===== src/verilog/vui_map.vh =====
// Overview of operation
// Line 2 takes port3_line1 edges, selectable rise, fall or both (bits 7,6 both set); vector 4,5.
// Lines 3,4,5 take sixteen/eight-bit timer and low-voltage requests; vectors 6..11.
// Simultaneous pending requests are resolved by a priority-register-driven encoder.
// A grant starts the interrupt machine cycle and disables further interrupts.
// The machine cycle saves program counter and status flags before branching.
// Two vector bytes, high then low, form the 16-bit service address.
// Pending bits stay readable while masked, for polled operation.
// comparator_one_input feeds line 2; comparator_two_input feeds line 0.
// Request register bits 7,6 pick edges of lines 2 and 0.
// Software can read current levels of the edge-triggered pins.
// The priority register is write-only; reads never return its value.
// Line 0 takes port3_line2 edges, selectable rise, fall or both (bits 7,6 both set); vector 0,1.
// Line 1 takes port3_line3 falling edges only; vector 2,3.
// Entering the machine cycle clears the granted request's pending bit.
`ifndef VUI_MAP_VH
`define VUI_MAP_VH

// Register indices; byte address is index times four
`define VUI_IDX_PRIO       10'h0F9
`define VUI_IDX_IRQ        10'h0FA
`define VUI_IDX_REQ_EN     10'h100
`define VUI_IDX_CTRL       10'h101
`define VUI_IDX_LEVEL      10'h102
`define VUI_IDX_INT_STAT   10'h103
`define VUI_IDX_INT_MASK   10'h104

// Field positions
`define VUI_IRQ_SEL2_BIT   7
`define VUI_IRQ_SEL0_BIT   6
`define VUI_CTRL_CMP1_BIT  0
`define VUI_CTRL_CMP2_BIT  1
`define VUI_EV_ENTRY_BIT   0
`define VUI_EV_JUMP_BIT    1
`define VUI_EV_OVERRUN_BIT 2

// Reset values
`define VUI_PRIO_RST       8'h00
`define VUI_IRQ_RST        8'h00
`define VUI_REQ_EN_RST     6'h00
`define VUI_CTRL_RST       2'h0
`define VUI_INT_MASK_RST   3'h0
`define VUI_INT_STAT_RST   3'h0

// Bus answers
`define VUI_RESP_OKAY      2'h0
`define VUI_RESP_SLVERR    2'h2

`endif


===== src/verilog/vui_edge_det.v =====
`timescale 1ns/10ps
`default_nettype none
module vui_edge_det (
  input  wire clk,
  input  wire nrst,
  input  wire level,
  input  wire rise_en,
  input  wire fall_en,
  output wire pulse
);
  reg prev_r;

  always @(posedge clk or negedge nrst) begin
    if (!nrst) begin
      prev_r <= 1'b0;
    end else begin
      prev_r <= level;
    end
  end

  assign pulse = (rise_en & level & ~prev_r) | (fall_en & ~level & prev_r);
endmodule
`default_nettype wire


===== src/verilog/vui_prio_enc.v =====
`timescale 1ns/10ps
`default_nettype none
module vui_prio_enc (
  input  wire [5:0] req,
  input  wire [7:0] prio,
  output reg        valid,
  output reg  [2:0] idx
);
  reg [3:0] start;
  reg [3:0] pos;
  integer   k;

  // Rotating order: search starts at line prio[2:0] (line 0 for 6 and 7), upward, wrapping at 6
  always @* begin
    start = (prio[2:0] > 3'd5) ? 4'd0 : {1'b0, prio[2:0]};
    valid = 1'b0;
    idx   = 3'd0;
    pos   = 4'd0;
    for (k = 5; k >= 0; k = k - 1) begin
      pos = start + k[3:0];
      if (pos > 4'd5) begin
        pos = pos - 4'd6;
      end
      if (req[pos[2:0]]) begin
        valid = 1'b1;
        idx   = pos[2:0];
      end
    end
  end
endmodule
`default_nettype wire


===== src/verilog/vui_top.v =====
// Implementation choice: the AXI4-Lite register port.
`timescale 1ns/10ps
`default_nettype none
`include "vui_map.vh"
module vui_top (
  input  wire        clk,
  input  wire        nrst,
  // Pins, asynchronous
  input  wire        port3_line1,
  input  wire        port3_line2,
  input  wire        port3_line3,
  input  wire        comparator_one_input,
  input  wire        comparator_two_input,
  // Internal request pulses, same clock
  input  wire        sixteen_bit_timer,
  input  wire        eight_bit_timer,
  input  wire        low_voltage_detector,
  // Core sequencer
  input  wire        core_gie,
  input  wire        core_ready,
  input  wire        core_save_done,
  input  wire        pm_valid,
  input  wire [7:0]  pm_data,
  output reg         int_cycle_r,
  output reg         gie_clr_r,
  output reg         save_req_r,
  output reg         pm_rd_r,
  output reg  [15:0] pm_addr_r,
  output reg         jump_r,
  output reg  [15:0] jump_addr_r,
  output reg  [2:0]  grant_idx_r,
  output reg         irq_r,
  // AXI4-Lite slave
  input  wire [11:0] s_axi_awaddr,
  input  wire        s_axi_awvalid,
  output reg         s_axi_awready,
  input  wire [31:0] s_axi_wdata,
  input  wire [3:0]  s_axi_wstrb,
  input  wire        s_axi_wvalid,
  output reg         s_axi_wready,
  output reg  [1:0]  s_axi_bresp,
  output reg         s_axi_bvalid,
  input  wire        s_axi_bready,
  input  wire [11:0] s_axi_araddr,
  input  wire        s_axi_arvalid,
  output reg         s_axi_arready,
  output reg  [31:0] s_axi_rdata,
  output reg  [1:0]  s_axi_rresp,
  output reg         s_axi_rvalid,
  input  wire        s_axi_rready
);
  localparam [4:0] ST_IDLE = 5'b00001;
  localparam [4:0] ST_SAVE = 5'b00010;
  localparam [4:0] ST_FHI  = 5'b00100;
  localparam [4:0] ST_FLO  = 5'b01000;
  localparam [4:0] ST_JUMP = 5'b10000;

  reg  [4:0]  state_r;
  reg  [4:0]  sync1_r;
  reg  [4:0]  sync2_r;
  reg  [7:0]  prio_r;
  reg  [7:0]  irq_reg_r;
  reg  [5:0]  req_en_r;
  reg  [1:0]  ctrl_r;
  reg  [2:0]  int_stat_r;
  reg  [2:0]  int_mask_r;
  reg         aw_got_r;
  reg         w_got_r;
  reg  [9:0]  aw_idx_r;
  reg  [31:0] wdata_r;
  reg  [3:0]  wstrb_r;

  reg  [5:0]  pend_nxt;
  reg  [2:0]  stat_nxt;
  reg  [2:0]  mask_nxt;
  reg  [31:0] rdata_nxt;
  reg         rmapped;

  wire [5:0]  set_v;
  wire [5:0]  entry_clr;
  wire        line2_lvl;
  wire        line0_lvl;
  wire        edge0;
  wire        edge1;
  wire        edge2;
  wire        enc_valid;
  wire [2:0]  enc_idx;
  wire        rise2;
  wire        fall2;
  wire        rise0;
  wire        fall0;
  wire        grant;
  wire        jump_done;
  wire        do_write;
  wire        wr_lane0;
  wire [9:0]  ar_idx;
  wire        mapped_w;

  // Two-stage synchronisers: {cmp2, cmp1, line3, line2, line1}
  always @(posedge clk or negedge nrst) begin
    if (!nrst) begin
      sync1_r <= 5'h00;
      sync2_r <= 5'h00;
    end else begin
      sync1_r <= {comparator_two_input, comparator_one_input,
                  port3_line3, port3_line2, port3_line1};
      sync2_r <= sync1_r;
    end
  end

  // Edge selection from request register bits 7 and 6
  assign rise2 = irq_reg_r[`VUI_IRQ_SEL2_BIT];
  assign fall2 = ~irq_reg_r[`VUI_IRQ_SEL2_BIT] | irq_reg_r[`VUI_IRQ_SEL0_BIT];
  assign rise0 = irq_reg_r[`VUI_IRQ_SEL0_BIT];
  assign fall0 = ~irq_reg_r[`VUI_IRQ_SEL0_BIT] | irq_reg_r[`VUI_IRQ_SEL2_BIT];

  // Comparator sources replace the port pins when selected
  assign line2_lvl = ctrl_r[`VUI_CTRL_CMP1_BIT] ? sync2_r[3] : sync2_r[0];
  assign line0_lvl = ctrl_r[`VUI_CTRL_CMP2_BIT] ? sync2_r[4] : sync2_r[1];

  vui_edge_det u_edge0 (
    .clk     (clk),
    .nrst    (nrst),
    .level   (line0_lvl),
    .rise_en (rise0),
    .fall_en (fall0),
    .pulse   (edge0)
  );

  vui_edge_det u_edge1 (
    .clk     (clk),
    .nrst    (nrst),
    .level   (sync2_r[2]),
    .rise_en (1'b0),
    .fall_en (1'b1),
    .pulse   (edge1)
  );

  vui_edge_det u_edge2 (
    .clk     (clk),
    .nrst    (nrst),
    .level   (line2_lvl),
    .rise_en (rise2),
    .fall_en (fall2),
    .pulse   (edge2)
  );

  assign set_v = {low_voltage_detector, eight_bit_timer, sixteen_bit_timer,
                  edge2, edge1, edge0};

  vui_prio_enc u_enc (
    .req   (irq_reg_r[5:0] & req_en_r),
    .prio  (prio_r),
    .valid (enc_valid),
    .idx   (enc_idx)
  );

  assign grant     = state_r[0] & enc_valid & core_gie & core_ready;
  assign entry_clr = grant ? (6'h01 << enc_idx) : 6'h00;
  assign jump_done = state_r[3] & pm_valid;

  // Bus write path
  assign do_write = aw_got_r & w_got_r & ~s_axi_bvalid;
  assign wr_lane0 = do_write & wstrb_r[0];
  assign mapped_w = (aw_idx_r == `VUI_IDX_PRIO) | (aw_idx_r == `VUI_IDX_IRQ) |
                    (aw_idx_r == `VUI_IDX_REQ_EN) | (aw_idx_r == `VUI_IDX_CTRL) |
                    (aw_idx_r == `VUI_IDX_LEVEL) | (aw_idx_r == `VUI_IDX_INT_STAT) |
                    (aw_idx_r == `VUI_IDX_INT_MASK);
  assign ar_idx   = s_axi_araddr[11:2];

  // Pending bits: hardware set wins over software write and entry clear
  always @* begin
    pend_nxt = irq_reg_r[5:0];
    if (wr_lane0 && aw_idx_r == `VUI_IDX_IRQ) begin
      pend_nxt = wdata_r[5:0];
    end
    pend_nxt = (pend_nxt & ~entry_clr) | set_v;
  end

  // Event status, write one to clear, set wins
  always @* begin
    stat_nxt = int_stat_r;
    mask_nxt = int_mask_r;
    if (wr_lane0 && aw_idx_r == `VUI_IDX_INT_STAT) begin
      stat_nxt = stat_nxt & ~wdata_r[2:0];
    end
    if (wr_lane0 && aw_idx_r == `VUI_IDX_INT_MASK) begin
      mask_nxt = wdata_r[2:0];
    end
    if (grant) begin
      stat_nxt[`VUI_EV_ENTRY_BIT] = 1'b1;
    end
    if (jump_done) begin
      stat_nxt[`VUI_EV_JUMP_BIT] = 1'b1;
    end
    if (|(set_v & irq_reg_r[5:0])) begin
      stat_nxt[`VUI_EV_OVERRUN_BIT] = 1'b1;
    end
  end

  always @(posedge clk or negedge nrst) begin
    if (!nrst) begin
      irq_reg_r  <= `VUI_IRQ_RST;
      prio_r     <= `VUI_PRIO_RST;
      req_en_r   <= `VUI_REQ_EN_RST;
      ctrl_r     <= `VUI_CTRL_RST;
      int_stat_r <= `VUI_INT_STAT_RST;
      int_mask_r <= `VUI_INT_MASK_RST;
      irq_r      <= 1'b0;
    end else begin
      irq_reg_r[5:0] <= pend_nxt;
      int_stat_r     <= stat_nxt;
      int_mask_r     <= mask_nxt;
      irq_r          <= |(stat_nxt & mask_nxt);
      if (wr_lane0) begin
        if (aw_idx_r == `VUI_IDX_IRQ) begin
          irq_reg_r[7:6] <= wdata_r[7:6];
        end
        if (aw_idx_r == `VUI_IDX_PRIO) begin
          prio_r <= wdata_r[7:0];
        end
        if (aw_idx_r == `VUI_IDX_REQ_EN) begin
          req_en_r <= wdata_r[5:0];
        end
        if (aw_idx_r == `VUI_IDX_CTRL) begin
          ctrl_r <= wdata_r[1:0];
        end
      end
    end
  end

  // Interrupt machine cycle
  always @(posedge clk or negedge nrst) begin
    if (!nrst) begin
      state_r     <= ST_IDLE;
      int_cycle_r <= 1'b0;
      gie_clr_r   <= 1'b0;
      save_req_r  <= 1'b0;
      pm_rd_r     <= 1'b0;
      pm_addr_r   <= 16'h0000;
      jump_r      <= 1'b0;
      jump_addr_r <= 16'h0000;
      grant_idx_r <= 3'h0;
    end else begin
      gie_clr_r <= 1'b0;
      jump_r    <= 1'b0;
      case (state_r)
        ST_IDLE: begin
          if (grant) begin
            grant_idx_r <= enc_idx;
            int_cycle_r <= 1'b1;
            gie_clr_r   <= 1'b1;
            save_req_r  <= 1'b1;
            state_r     <= ST_SAVE;
          end
        end
        ST_SAVE: begin
          if (core_save_done) begin
            save_req_r <= 1'b0;
            pm_addr_r  <= {12'h000, grant_idx_r, 1'b0};
            pm_rd_r    <= 1'b1;
            state_r    <= ST_FHI;
          end
        end
        ST_FHI: begin
          if (pm_valid) begin
            jump_addr_r[15:8] <= pm_data;
            pm_addr_r         <= pm_addr_r + 16'h0001;
            state_r           <= ST_FLO;
          end
        end
        ST_FLO: begin
          if (pm_valid) begin
            jump_addr_r[7:0] <= pm_data;
            pm_rd_r          <= 1'b0;
            jump_r           <= 1'b1;
            state_r          <= ST_JUMP;
          end
        end
        ST_JUMP: begin
          int_cycle_r <= 1'b0;
          state_r     <= ST_IDLE;
        end
        default: begin
          int_cycle_r <= 1'b0;
          save_req_r  <= 1'b0;
          pm_rd_r     <= 1'b0;
          state_r     <= ST_IDLE;
        end
      endcase
    end
  end

  // Read data mux
  always @* begin
    rdata_nxt = 32'h0000_0000;
    rmapped   = 1'b1;
    case (ar_idx)
      `VUI_IDX_PRIO:     rdata_nxt = 32'h0000_0000;
      `VUI_IDX_IRQ:      rdata_nxt = {24'h00_0000, irq_reg_r};
      `VUI_IDX_REQ_EN:   rdata_nxt = {26'h000_0000, req_en_r};
      `VUI_IDX_CTRL:     rdata_nxt = {30'h0000_0000, ctrl_r};
      `VUI_IDX_LEVEL:    rdata_nxt = {27'h000_0000, sync2_r};
      `VUI_IDX_INT_STAT: rdata_nxt = {29'h0000_0000, int_stat_r};
      `VUI_IDX_INT_MASK: rdata_nxt = {29'h0000_0000, int_mask_r};
      default:           rmapped   = 1'b0;
    endcase
  end

  // AXI4-Lite handshakes
  always @(posedge clk or negedge nrst) begin
    if (!nrst) begin
      s_axi_awready <= 1'b0;
      s_axi_wready  <= 1'b0;
      s_axi_bvalid  <= 1'b0;
      s_axi_bresp   <= `VUI_RESP_OKAY;
      s_axi_arready <= 1'b0;
      s_axi_rvalid  <= 1'b0;
      s_axi_rresp   <= `VUI_RESP_OKAY;
      s_axi_rdata   <= 32'h0000_0000;
      aw_got_r      <= 1'b0;
      w_got_r       <= 1'b0;
      aw_idx_r      <= 10'h000;
      wdata_r       <= 32'h0000_0000;
      wstrb_r       <= 4'h0;
    end else begin
      s_axi_awready <= ~aw_got_r & ~(s_axi_awvalid & s_axi_awready) & ~s_axi_bvalid;
      s_axi_wready  <= ~w_got_r & ~(s_axi_wvalid & s_axi_wready) & ~s_axi_bvalid;
      if (s_axi_awvalid && s_axi_awready) begin
        aw_got_r <= 1'b1;
        aw_idx_r <= s_axi_awaddr[11:2];
      end
      if (s_axi_wvalid && s_axi_wready) begin
        w_got_r <= 1'b1;
        wdata_r <= s_axi_wdata;
        wstrb_r <= s_axi_wstrb;
      end
      if (do_write) begin
        aw_got_r     <= 1'b0;
        w_got_r      <= 1'b0;
        s_axi_bvalid <= 1'b1;
        s_axi_bresp  <= mapped_w ? `VUI_RESP_OKAY : `VUI_RESP_SLVERR;
      end else if (s_axi_bvalid && s_axi_bready) begin
        s_axi_bvalid <= 1'b0;
      end
      s_axi_arready <= ~s_axi_rvalid & ~(s_axi_arvalid & s_axi_arready);
      if (s_axi_arvalid && s_axi_arready) begin
        s_axi_rvalid <= 1'b1;
        s_axi_rdata  <= rdata_nxt;
        s_axi_rresp  <= rmapped ? `VUI_RESP_OKAY : `VUI_RESP_SLVERR;
      end else if (s_axi_rvalid && s_axi_rready) begin
        s_axi_rvalid <= 1'b0;
      end
    end
  end
endmodule
`default_nettype wire


===== config.mk =====
export PLATFORM = sky130hd
export DESIGN_NAME = vui_top
export DESIGN_NICKNAME = d
export VERILOG_FILES = /design/src/verilog/vui_edge_det.v /design/src/verilog/vui_prio_enc.v /design/src/verilog/vui_top.v
export VERILOG_INCLUDE_DIRS = /design/src /design/src/verilog
export SDC_FILE = /design/constraint.sdc
export NUM_CORES = 1
export LEC_CHECK = 0
export BUFFER_PORTS_ARGS = -buffer_cell sky130_fd_sc_hd__buf_2
export CORE_MARGIN = 8
export CORE_UTILIZATION = 30
export CTS_CLUSTER_DIAMETER = 150
export DETAILED_ROUTE_END_ITERATION = 8
export PLACE_DENSITY = 0.49
export SYNTH_ARGS = -nofsm -noshare
export SYNTH_HDL_FRONTEND = slang
export SYNTH_HIERARCHICAL = 1
export SYNTH_SLANG_ARGS = --single-unit

===== constraint.sdc =====
create_clock -name clk -period 3.97 [get_ports clk]
set_clock_uncertainty 0.2 [all_clocks]
set_input_delay 0.397 -clock clk [delete_from_list [all_inputs] [get_ports clk]]
set_output_delay 0.397 -clock clk [all_outputs]
set_load 0.01 [all_outputs]

# Word-level counts from Yosys, hierarchy flattened
# Index checks and enable logic that the tools add are counted.
[totals]
regBits = 146
out_inout_bits = 82
wordCells = 246
[classes]
n_addsub = 12
order_cmp = 13
eq_ne = 23
shift = 1
mux = 71
bitwise = 59
n_reduce_logical = 31
[op_table]
columns = ["op", "count"]
rows = [
  ["10-bit by 9-bit == test with 1-bit output (second input constant)", 10],
  ["8-bit case mux with 6 select lines", 1],
  ["3-bit 2-to-1 mux", 15],
  ["10-bit by 8-bit == test with 1-bit output (second input constant)", 4],
  ["1-bit 2-to-1 mux", 34],
  ["16-bit 2-to-1 mux", 2],
  ["16-bit case mux with 2 select lines", 1],
  ["1-bit AND", 24],
  ["4-bit by 3-bit greater-than comparator with 1-bit output (second input constant)", 6],
  ["3-bit by 4-bit < comparator with 1-bit output (second input constant)", 6],
  ["5-bit 2-to-1 mux", 4],
  ["5-bit case mux with 4 select lines", 1],
  ["6-bit AND", 3],
  ["1-bit binary-select mux with 3-bit select", 6],
  ["3-bit subtractor (second input constant)", 6],
  ["1-bit inverter", 17],
  ["16-bit by 1-bit adder with 16-bit output (second input constant)", 1],
  ["2-bit AND reduction", 8],
  ["6-bit 2-to-1 mux", 2],
  ["3-bit OR reduction", 4],
  ["1-bit bitwise OR", 10],
  ["2-bit nonzero test", 5],
  ["3-bit AND reduction", 3],
  ["3-bit by 2-bit adder with 4-bit output (second input constant)", 2],
  ["other kinds (21)", 35],
]

# Logic depth before layout (Yosys ltp)
# Gate-level depths: netlist of the first run.
[depth]
depth_word = 20
mapped_depth = 19
mapped_depth_nobuf = 16

# Cells and area by module
# Netlist of the first run, hierarchy kept.
[modules_own_cells]
columns = ["mod", "n_inst", "cells_each", "area_each_um2", "seq_area_each_um2"]
rows = [
  ["vui_top", 1, 502, 5589.1, 3054.2],
  ["vui_prio_enc", 1, 158, 1084.8, 0.0],
  ["vui_edge_det", 3, 4, 45.0, 25.0],
]

# Worst setup path before layout of the first run
# No wires, ideal clock.
[synth_timing]
path_type = "reg2reg"
startpoint = "register prio_r[1]"
endpoint = "register irq_reg_r[5]"
setup_ns = 0.118
t_arrival_ns = 3.375
t_required_ns = 3.652
path_slack_ns = 0.277
stages_incl_launch_ff = 16
n_path_buf = 2
period_less_slack_ns = 3.693
cell_sequence = "dfrtp_1 ha_1 and2b_4 inv_2 buf_6 ha_1 clkbuf_1 or4b_2 a21oi_1 nor3_1 nor3_1 o2111ai_1 o21a_1 o21bai_1 nand3_1 a21o_1"
[synth_lines]
columns = ["element", "line_no", "source"]
rows = [
  ["start: declaration", "vui_top.v:61", "reg [7:0] prio_r;"],
  ["start signal: assignment", "vui_top.v:204", "prio_r <= `VUI_PRIO_RST;"],
  ["start signal: assignment", "vui_top.v:220", "prio_r <= wdata_r[7:0];"],
  ["3-bit greater-than comparator", "vui_prio_enc.v:15", "start = (prio[2:0] > 3'd5) ? 4'd0 : {1'b0, prio[2:0]};"],
  ["3-bit 2-to-1 mux (*)", "vui_prio_enc.v:15", ""],
  ["3-bit by 3-bit adder with 4-bit output", "vui_prio_enc.v:20", "pos = start + k[3:0];"],
  ["4-bit by 3-bit greater-than comparator with 1-bit output or 3-bit subtractor (tied branches)", "vui_prio_enc.v:21, vui_prio_enc.v:22", ""],
  ["3-bit 2-to-1 mux", "vui_prio_enc.v:21", "if (pos > 4'd5) begin"],
  ["1-bit binary-select mux with 3-bit select", "vui_prio_enc.v:24", "if (req[pos[2:0]]) begin"],
  ["1-bit 2-to-1 mux (not written as such)", "vui_prio_enc.v:24", ""],
  ["3-bit 2-to-1 mux (5 in a row)", "vui_prio_enc.v:24", ""],
  ["3-bit 2-to-1 mux (*)", "vui_prio_enc.v:24", ""],
  ["net enc_idx[2]", "vui_top.v:87", "wire [2:0] enc_idx;"],
  ["1-bit by 3-bit left shift with 6-bit output (*)", "vui_top.v:159", "assign entry_clr = grant ? (6'h01 << enc_idx) : 6'h00;"],
  ["6-bit 2-to-1 mux (*)", "vui_top.v:159", ""],
  ["6-bit inverter (*)", "vui_top.v:177", "pend_nxt = (pend_nxt & ~entry_clr) | set_v;"],
  ["6-bit AND (*)", "vui_top.v:177", ""],
  ["6-bit bitwise OR (*)", "vui_top.v:177", ""],
  ["net pend_nxt[5]", "vui_top.v:73", "reg [5:0] pend_nxt;"],
  ["end signal: assignment", "vui_top.v:203", "irq_reg_r <= `VUI_IRQ_RST;"],
  ["end signal: assignment", "vui_top.v:211", "irq_reg_r[5:0] <= pend_nxt;"],
  ["end: declaration", "vui_top.v:62", "reg [7:0] irq_reg_r;"],
]
# The timed path passes the listed nets; every way through them passes the cells marked *. The select of a mux whose other input is x is not followed.
# A chain may end at the register's enable or synchronous reset.

# Worst setup path in the final report of the first run
[layout_timing]
startpoint = "register prio_r[1]"
endpoint = "register grant_idx_r[2]"
[layout_via]
elab_chain_cells = 17
[layout_rtl]
columns = ["element", "line_no", "source"]
rows = [
  ["3-bit greater-than comparator", "vui_prio_enc.v:15", ""],
  ["3-bit 2-to-1 mux (*)", "vui_prio_enc.v:15", ""],
  ["3-bit by 3-bit adder with 4-bit output", "vui_prio_enc.v:20", ""],
  ["4-bit by 3-bit greater-than comparator with 1-bit output or 3-bit subtractor (tied branches)", "vui_prio_enc.v:21, vui_prio_enc.v:22", ""],
  ["3-bit 2-to-1 mux", "vui_prio_enc.v:21", ""],
  ["1-bit binary-select mux with 3-bit select", "vui_prio_enc.v:24", ""],
  ["1-bit 2-to-1 mux (not written as such)", "vui_prio_enc.v:24", ""],
  ["1-bit 2-to-1 mux (5 in a row)", "vui_prio_enc.v:24", ""],
  ["1-bit 2-to-1 mux (*)", "vui_prio_enc.v:24", ""],
  ["net enc_valid", "vui_top.v:86", "wire enc_valid;"],
  ["1-bit AND (*) (3 in a row)", "vui_top.v:158", "assign grant = state_r[0] & enc_valid & core_gie & core_ready;"],
  ["2-bit AND reduction (no source line) (*)", "n/a", ""],
  ["end signal: assignment", "vui_top.v:250", "grant_idx_r <= enc_idx;"],
  ["end: declaration", "vui_top.v:31", "output reg [2:0] grant_idx_r,"],
]
# Marks and branches as above.

==> results of run 1 <==
[state kept, by name, summed over array words and instances (netlist names), 5 cells and up]
name	count
jump_addr_r	16
pm_addr_r	16
aw_idx_r	10
irq_reg_r	8
s_axi_rdata	8
wdata_r	8
req_en_r	6
state_r	5
sync1_r	5
sync2_r	5
[what timing repair did]
action | CTS | global route
endpoints found under the setup margin | 0 | 3
endpoints found under the hold margin | 71 | 0
gates resized for setup | 0 | 1
hold buffers | 15 | 0
[layer usage]
metal  part of all wire (%)  global-route usage [%]  vias to the layer above  wire length [um]
met3                    3.9                    3.09                       19               698
met1                     46                    17.1                     2600              8050
li1                       -                       -                     2622                 -
met2                     49                    21.9                      104              8680
met4                    1.5                    4.38                        0               257
met5                      0                       0                        -                 0
[final cells by class]
class	instances	share of cell area (%)
Multi-Input combinational cell	494	40.3
Sequential cell	120	36.3
Timing Repair Buffer	152	11.1
Clock buffer	20	5.39
Tap cell	280	4.23
Clock inverter	11	1.80
Inverter	21	0.952
[metrics by stage]
| stage | setup WS [ns] | cells | cell area, sq um |
|---|---|---|---|
| 2_1_floorplan | 0.277 | 688 | 6730 |
| 3_3_place_gp | 0.312 | 1052 | 7530 |
| 3_5_place_dp | 0.308 | 1052 | 7530 |
| 4_1_cts | 0.280 | 1098 | 8280 |
| 5_1_grt | 0.0638 | 1098 | 8280 |
| 6_report | 0.332 | 1098 | 8280 |
[where the power goes]
group	internal (mW)	total [mW]	leakage [nW]	switching, mW
clock network	1.00	1.55	0.282	0.548
logic	0.374	0.775	2.07	0.400
registers	1.45	1.68	1.53	0.229
total	2.82	4.00	3.88	1.18
[placed cells by master (no fill, tap or decap), types with 11 or more instances in the layout]
cell type,n
nor2_1,45
clkbuf_16,17
dfrtp_1,119
inv_1,19
mux2_2,45
nor4_1,13
a21oi_1,24
buf_4,26
nand3_1,25
o21ai_0,22
mux2i_1,19
conb_1,28
nor3_1,11
xor2_1,12
nand2_1,78
dlygate4sd3_1,15
buf_2,110
and2_1,12
[worst reg2reg max path: stages (launching register included)]
cell      delay (ns)
dfrtp_1         0.37
ha_1            0.24
and2b_4         0.26
buf_4           0.20
mux2i_1         0.43
a211oi_1        0.16
or2_0           0.36
nor4_1          0.34
nand3_1         0.16
and4_1          0.21
buf_4           0.17
nand4_1         0.19
inv_1           0.12
nand2_1         0.08
nand2_1         0.05
[worst max-delay path by stage]
stage / start / to / slack, ns / depth (start not counted)
2_1_floorplan: prio_r[1] / irq_reg_r[5] / 0.28 / 15
3_3_place_gp: prio_r[1] / irq_reg_r[0] / 0.31 / 15
3_5_place_dp: prio_r[1] / irq_reg_r[4] / 0.31 / 15
4_1_cts: prio_r[1] / irq_reg_r[2] / 0.28 / 15
5_1_grt: prio_r[1] / grant_idx_r[1] / 0.06 / 14
6_report: prio_r[1] / grant_idx_r[2] / 0.33 / 14
==> flow_summary.ini, run 1 <==
[status]
status = finished, final reports clean

[timing]
tightest_slew_ns = 0.763
relSlewSlack_pct = 49.1
period_minus_slack_ns = 3.64
setup_viol = 0
hold-worst-slack_ns = 0.0133
min_period_over_period_pct = 91.6
rsz0062_at_grt = false
hold_viol = 0
slew_violations = 0
fin_tns_setup_ns = 0
fmax_mhz = 275

[clock_tree]
cts_setup_buffers = 0
cts_buffers = 17
insertion_delay_ns = 0.41
h-tree-depth = 4
cts_root_buffer = clkbuf_16
clk_pin_slew_ns = 0.06
cts_tree = built
cts_max_path_buffers = 2
clock_sinks = 120

[finish]
fin_nets = 901
final_core_util_pct = 38.1
multiInputGateArea_sq_um = 3340
diodes = 0
ff_latch_area_sq_um = 3000
drive_gt1_share_pct = 28.6
area_delta_synth_final_pct = 24.9
fillers = 2209

[yosys]
synthesis.area_sq_um = 6630
syn_inst = 662
ys_warn_count = 6
syn_avg_cell_area_sq_um = 10.0

[die]
initial_core_util_pct = 30.5
dieHeight_um = 165
core-area_sq_um = 21800
ios = 169
die_width_um = 165
fp-row-count = 54
dieArea_sq_um = 27100

[routing]
route.detailed.wl_per_inst_um = 16.1
antenna_left = 0
wirelength_um = 17700
vias = 5345
via_per_inst = 4.87
drtIter0Drc = 270
drtPass1Iterations = 4
drc = 0

[place]
gp_congestion = 0.839
io_buffers = 111
dp_hpwl_um = 13500

[global_routing]
grt_pass1_vias = 5274
grt_pass1_wl_um = 28700
grt_overflow = 0
grt_max_degree = 64
grt_usage_pct = 13.4
antenna_found_initial = 0

[job]
maxCapViolCount = 0

[setup_path]
timing.rr.end = grant_idx_r[2]
path_max_fanout = 12
start_kind = register
endpoint_kind = register
path_buf_inv = 3
cpPeakStageDelay_ns = 0.42
slowest_stage = mux2i_1
cp.required_ns = 4.06
reg2reg_from = prio_r[1]
crit_arrival_ns = 3.73
rr_worst_depth = 14
path_class = reg2reg
path_cells = ha_1 > and2b_4 > buf_4 > mux2i_1 > a211oi_1 > or2_0 > nor4_1 > nand3_1 > and4_1 > buf_4 > nand4_1 > inv_1 > nand2_1 > nand2_1
cp_top_family = simple AND/OR/NAND/NOR gates
r2r_slack_ns = 0.33

[power_and_ir_drop]
vdd_drop_max_uv = 295
finalPower_mw = 4.00
p_leak_nw = 3.88
power.density_nw_per_um2 = 483

[min_path]
whs_path_depth = 3
hold_path_end = jump_addr_r[5]
hold_path_startpoint = pm_data[5]
hold_path_class = in2reg
(Power assumes the default switching activity.)
==> run 2: changes to the inputs <==
- BUFFER_PORTS_ARGS: -buffer_cell sky130_fd_sc_hd__buf_2 -> default
- DONT_BUFFER_PORTS: default -> 1
- PLACE_DENSITY: 0.49 -> 0.42
==> run 2 against run 1 <==
Compared with the run above: first-iteration DRC count rose by 38%; die area did not move; routed wire length rose by 2.5%; via count fell by 3.9%; clock power fell by 5%; design area fell by 3.9%; cell count fell by 8.1%; sequential power rose by 4%; non-clock buffer count fell by 90; hold slack improved by 0.016 ns.
==> flow_summary.ini, run 2 (same netlist as run 1, synthesis figures left out) <==
[status]
status = finished, final reports clean

[die]
fp-row-count = 54
dieArea_sq_um = 27100
dieHeight_um = 165
die_width_um = 165
initial_core_util_pct = 30.5
core-area_sq_um = 21800
ios = 169

[setup_path]
path_cells = ha_1 > and2b_4 > inv_2 > ha_2 > or2_2 > nor2_1 > mux2_2 > a211oi_1 > buf_4 > or4_1 > nand3_1 > nor4b_2 > buf_4 > o21bai_1
crit_arrival_ns = 3.81
cp.required_ns = 4.07
crit_top_cell = buf_4
path_buf_inv = 3
timing.rr.end = irq_reg_r[2]
slowest_stage = dfrtp_1
rr_worst_depth = 14
reg2reg_from = prio_r[1]
path_max_fanout = 7
start_kind = register
cpPeakStageDelay_ns = 0.45
path_class = reg2reg
r2r_slack_ns = 0.27
endpoint_kind = register
cp_top_family = simple AND/OR/NAND/NOR gates

[routing]
vias = 5136
drtIter0Drc = 372
drtPass1Iterations = 5
route.detailed.wl_per_inst_um = 18.0
wirelength_um = 18100
via_per_inst = 5.09
antenna_left = 0
drc = 0

[timing]
relSlewSlack_pct = 47.4
slew_violations = 0
tightest_slew_ns = 0.781
hold_viol = 0
fin_tns_setup_ns = 0
fmax_mhz = 270
min_period_over_period_pct = 93.3
rsz0062_at_grt = false
setup_viol = 0
period_minus_slack_ns = 3.70

[clock_tree]
cts_buffers = 17
cts_tree = built
clk_pin_slew_ns = 0.06
cts_root_buffer = clkbuf_16
clock_sinks = 120
cts_max_path_buffers = 2
insertion_delay_ns = 0.42
h-tree-depth = 4

[power_and_ir_drop]
p_int_mw = 2.61
seqPwrFrac_pct = 44.9
p_leak_nw = 3.46
finalPower_mw = 3.86
p_comb_share_pct = 16.7
power.density_nw_per_um2 = 485
p_sw_mw = 1.25
vdd_drop_max_uv = 247
swShare_pct = 32.4
p_clk_share_pct = 38.4

[global_routing]
grt_pass1_vias = 5190
grt_usage_pct = 13.5
antenna_found_initial = 0
grt_pass1_wl_um = 28700
grt_max_degree = 121
grt_overflow = 0

[finish]
drive_gt1_share_pct = 17.3
final_common_cell = dfrtp_1
area_delta_synth_final_pct = 20.1
final_cell_mix = dfrtp_1 (119), nand2_1 (78), nor2_1 (45), mux2_2 (45), dlygate4sd3_1 (41)
fin_nets = 811
diodes = 0
fillers = 2185
top_regs = jump_addr_r x16, pm_addr_r x16, aw_idx_r x10

[min_path]
hold_path_startpoint = pm_valid
hold_path_class = in2reg
whs_path_depth = 2
hold_path_end = state_r[1]

[place]
dp_hpwl_um = 13400
gp_congestion = 0.829
io_buffers = 0

[job]
maxCapViolCount = 0
## run 2: cell types whose count changed in the layout (fill, tap and decap cells not counted), sizes merged
| cell | previous run | this run |
|---|---|---|
| clkinvlp | 3 | 2 |
| bufinv | 3 | 0 |
| clkinv | 5 | 4 |
| inv | 21 | 29 |
| dlygate4sd3 | 15 | 41 |
| buf | 137 | 21 |
| clkbuf | 20 | 18 |
## run 2: final cells by class
class	count	area (sq um)	area share, %
Multi-Input combinational cell	494	3360	42.2
Sequential cell	120	3000	37.8
Timing Repair Buffer	62	601	7.55
Clock buffer	18	439	5.52
Tap cell	280	350	4.40
Clock inverter	14	128	1.60
Inverter	21	78.8	0.991
## run 2: what timing repair did
item,4_1_cts,5_1_grt
resized for setup,1,6
endpoints found under the hold margin,171,0
hold buffers,42,0
buffers inserted,0,0
pin swaps,0,2
setup endpoints to repair,1,11
## run 2: power by group through the flow
| stage | Clock (mW) | Sequential, mW | Combinational, mW |
|---|---|---|---|
| global route | 1.59 | 1.78 | 0.728 |
| detailed placement | 0 | 1.76 | 0.584 |
| global placement | 0 | 1.76 | 0.569 |
| floorplan | 0 | 1.63 | 0.538 |
| finish | 1.48 | 1.74 | 0.645 |
| CTS | 1.53 | 1.74 | 0.651 |
## run 2: routing by layer
layer	GRT usage [%]	vias to the layer above	part of all wire [%]
met3	3.46	25	5.2
met2	21.5	135	48
met4	5.45	0	2.2
met5	0	-	0
li1	-	2444	-
met1	17.1	2532	44
## run 2: how the worst max path moves through the flow
stage,from,endpoint,slack (ns),cells after the start
after floorplan,prio_r[1],irq_reg_r[5],0.28,15
after global placement,prio_r[2],irq_reg_r[2],0.09,15
after detailed placement,prio_r[2],irq_reg_r[2],0.03,16
after CTS,prio_r[2],irq_reg_r[2],0.02,14
after global routing,prio_r[1],irq_reg_r[2],0.0005,16
final,prio_r[1],irq_reg_r[2],0.27,14
## run 2: stage by stage
step                cell area [sq um]  setup slack [ns]  hold WS (ns)  instances  utilization [%]
floorplan                        6730             0.277       -0.0986        688                -
global placement                 6930            0.0870       -0.0911        935             31.8
detailed placement               6930            0.0332       -0.0807        935             31.8
CTS                              7940            0.0247        0.0153       1009             36.5
global route                     7960          0.000542        0.0315       1009             36.6
finish                           7960             0.265        0.0295       1009             36.6
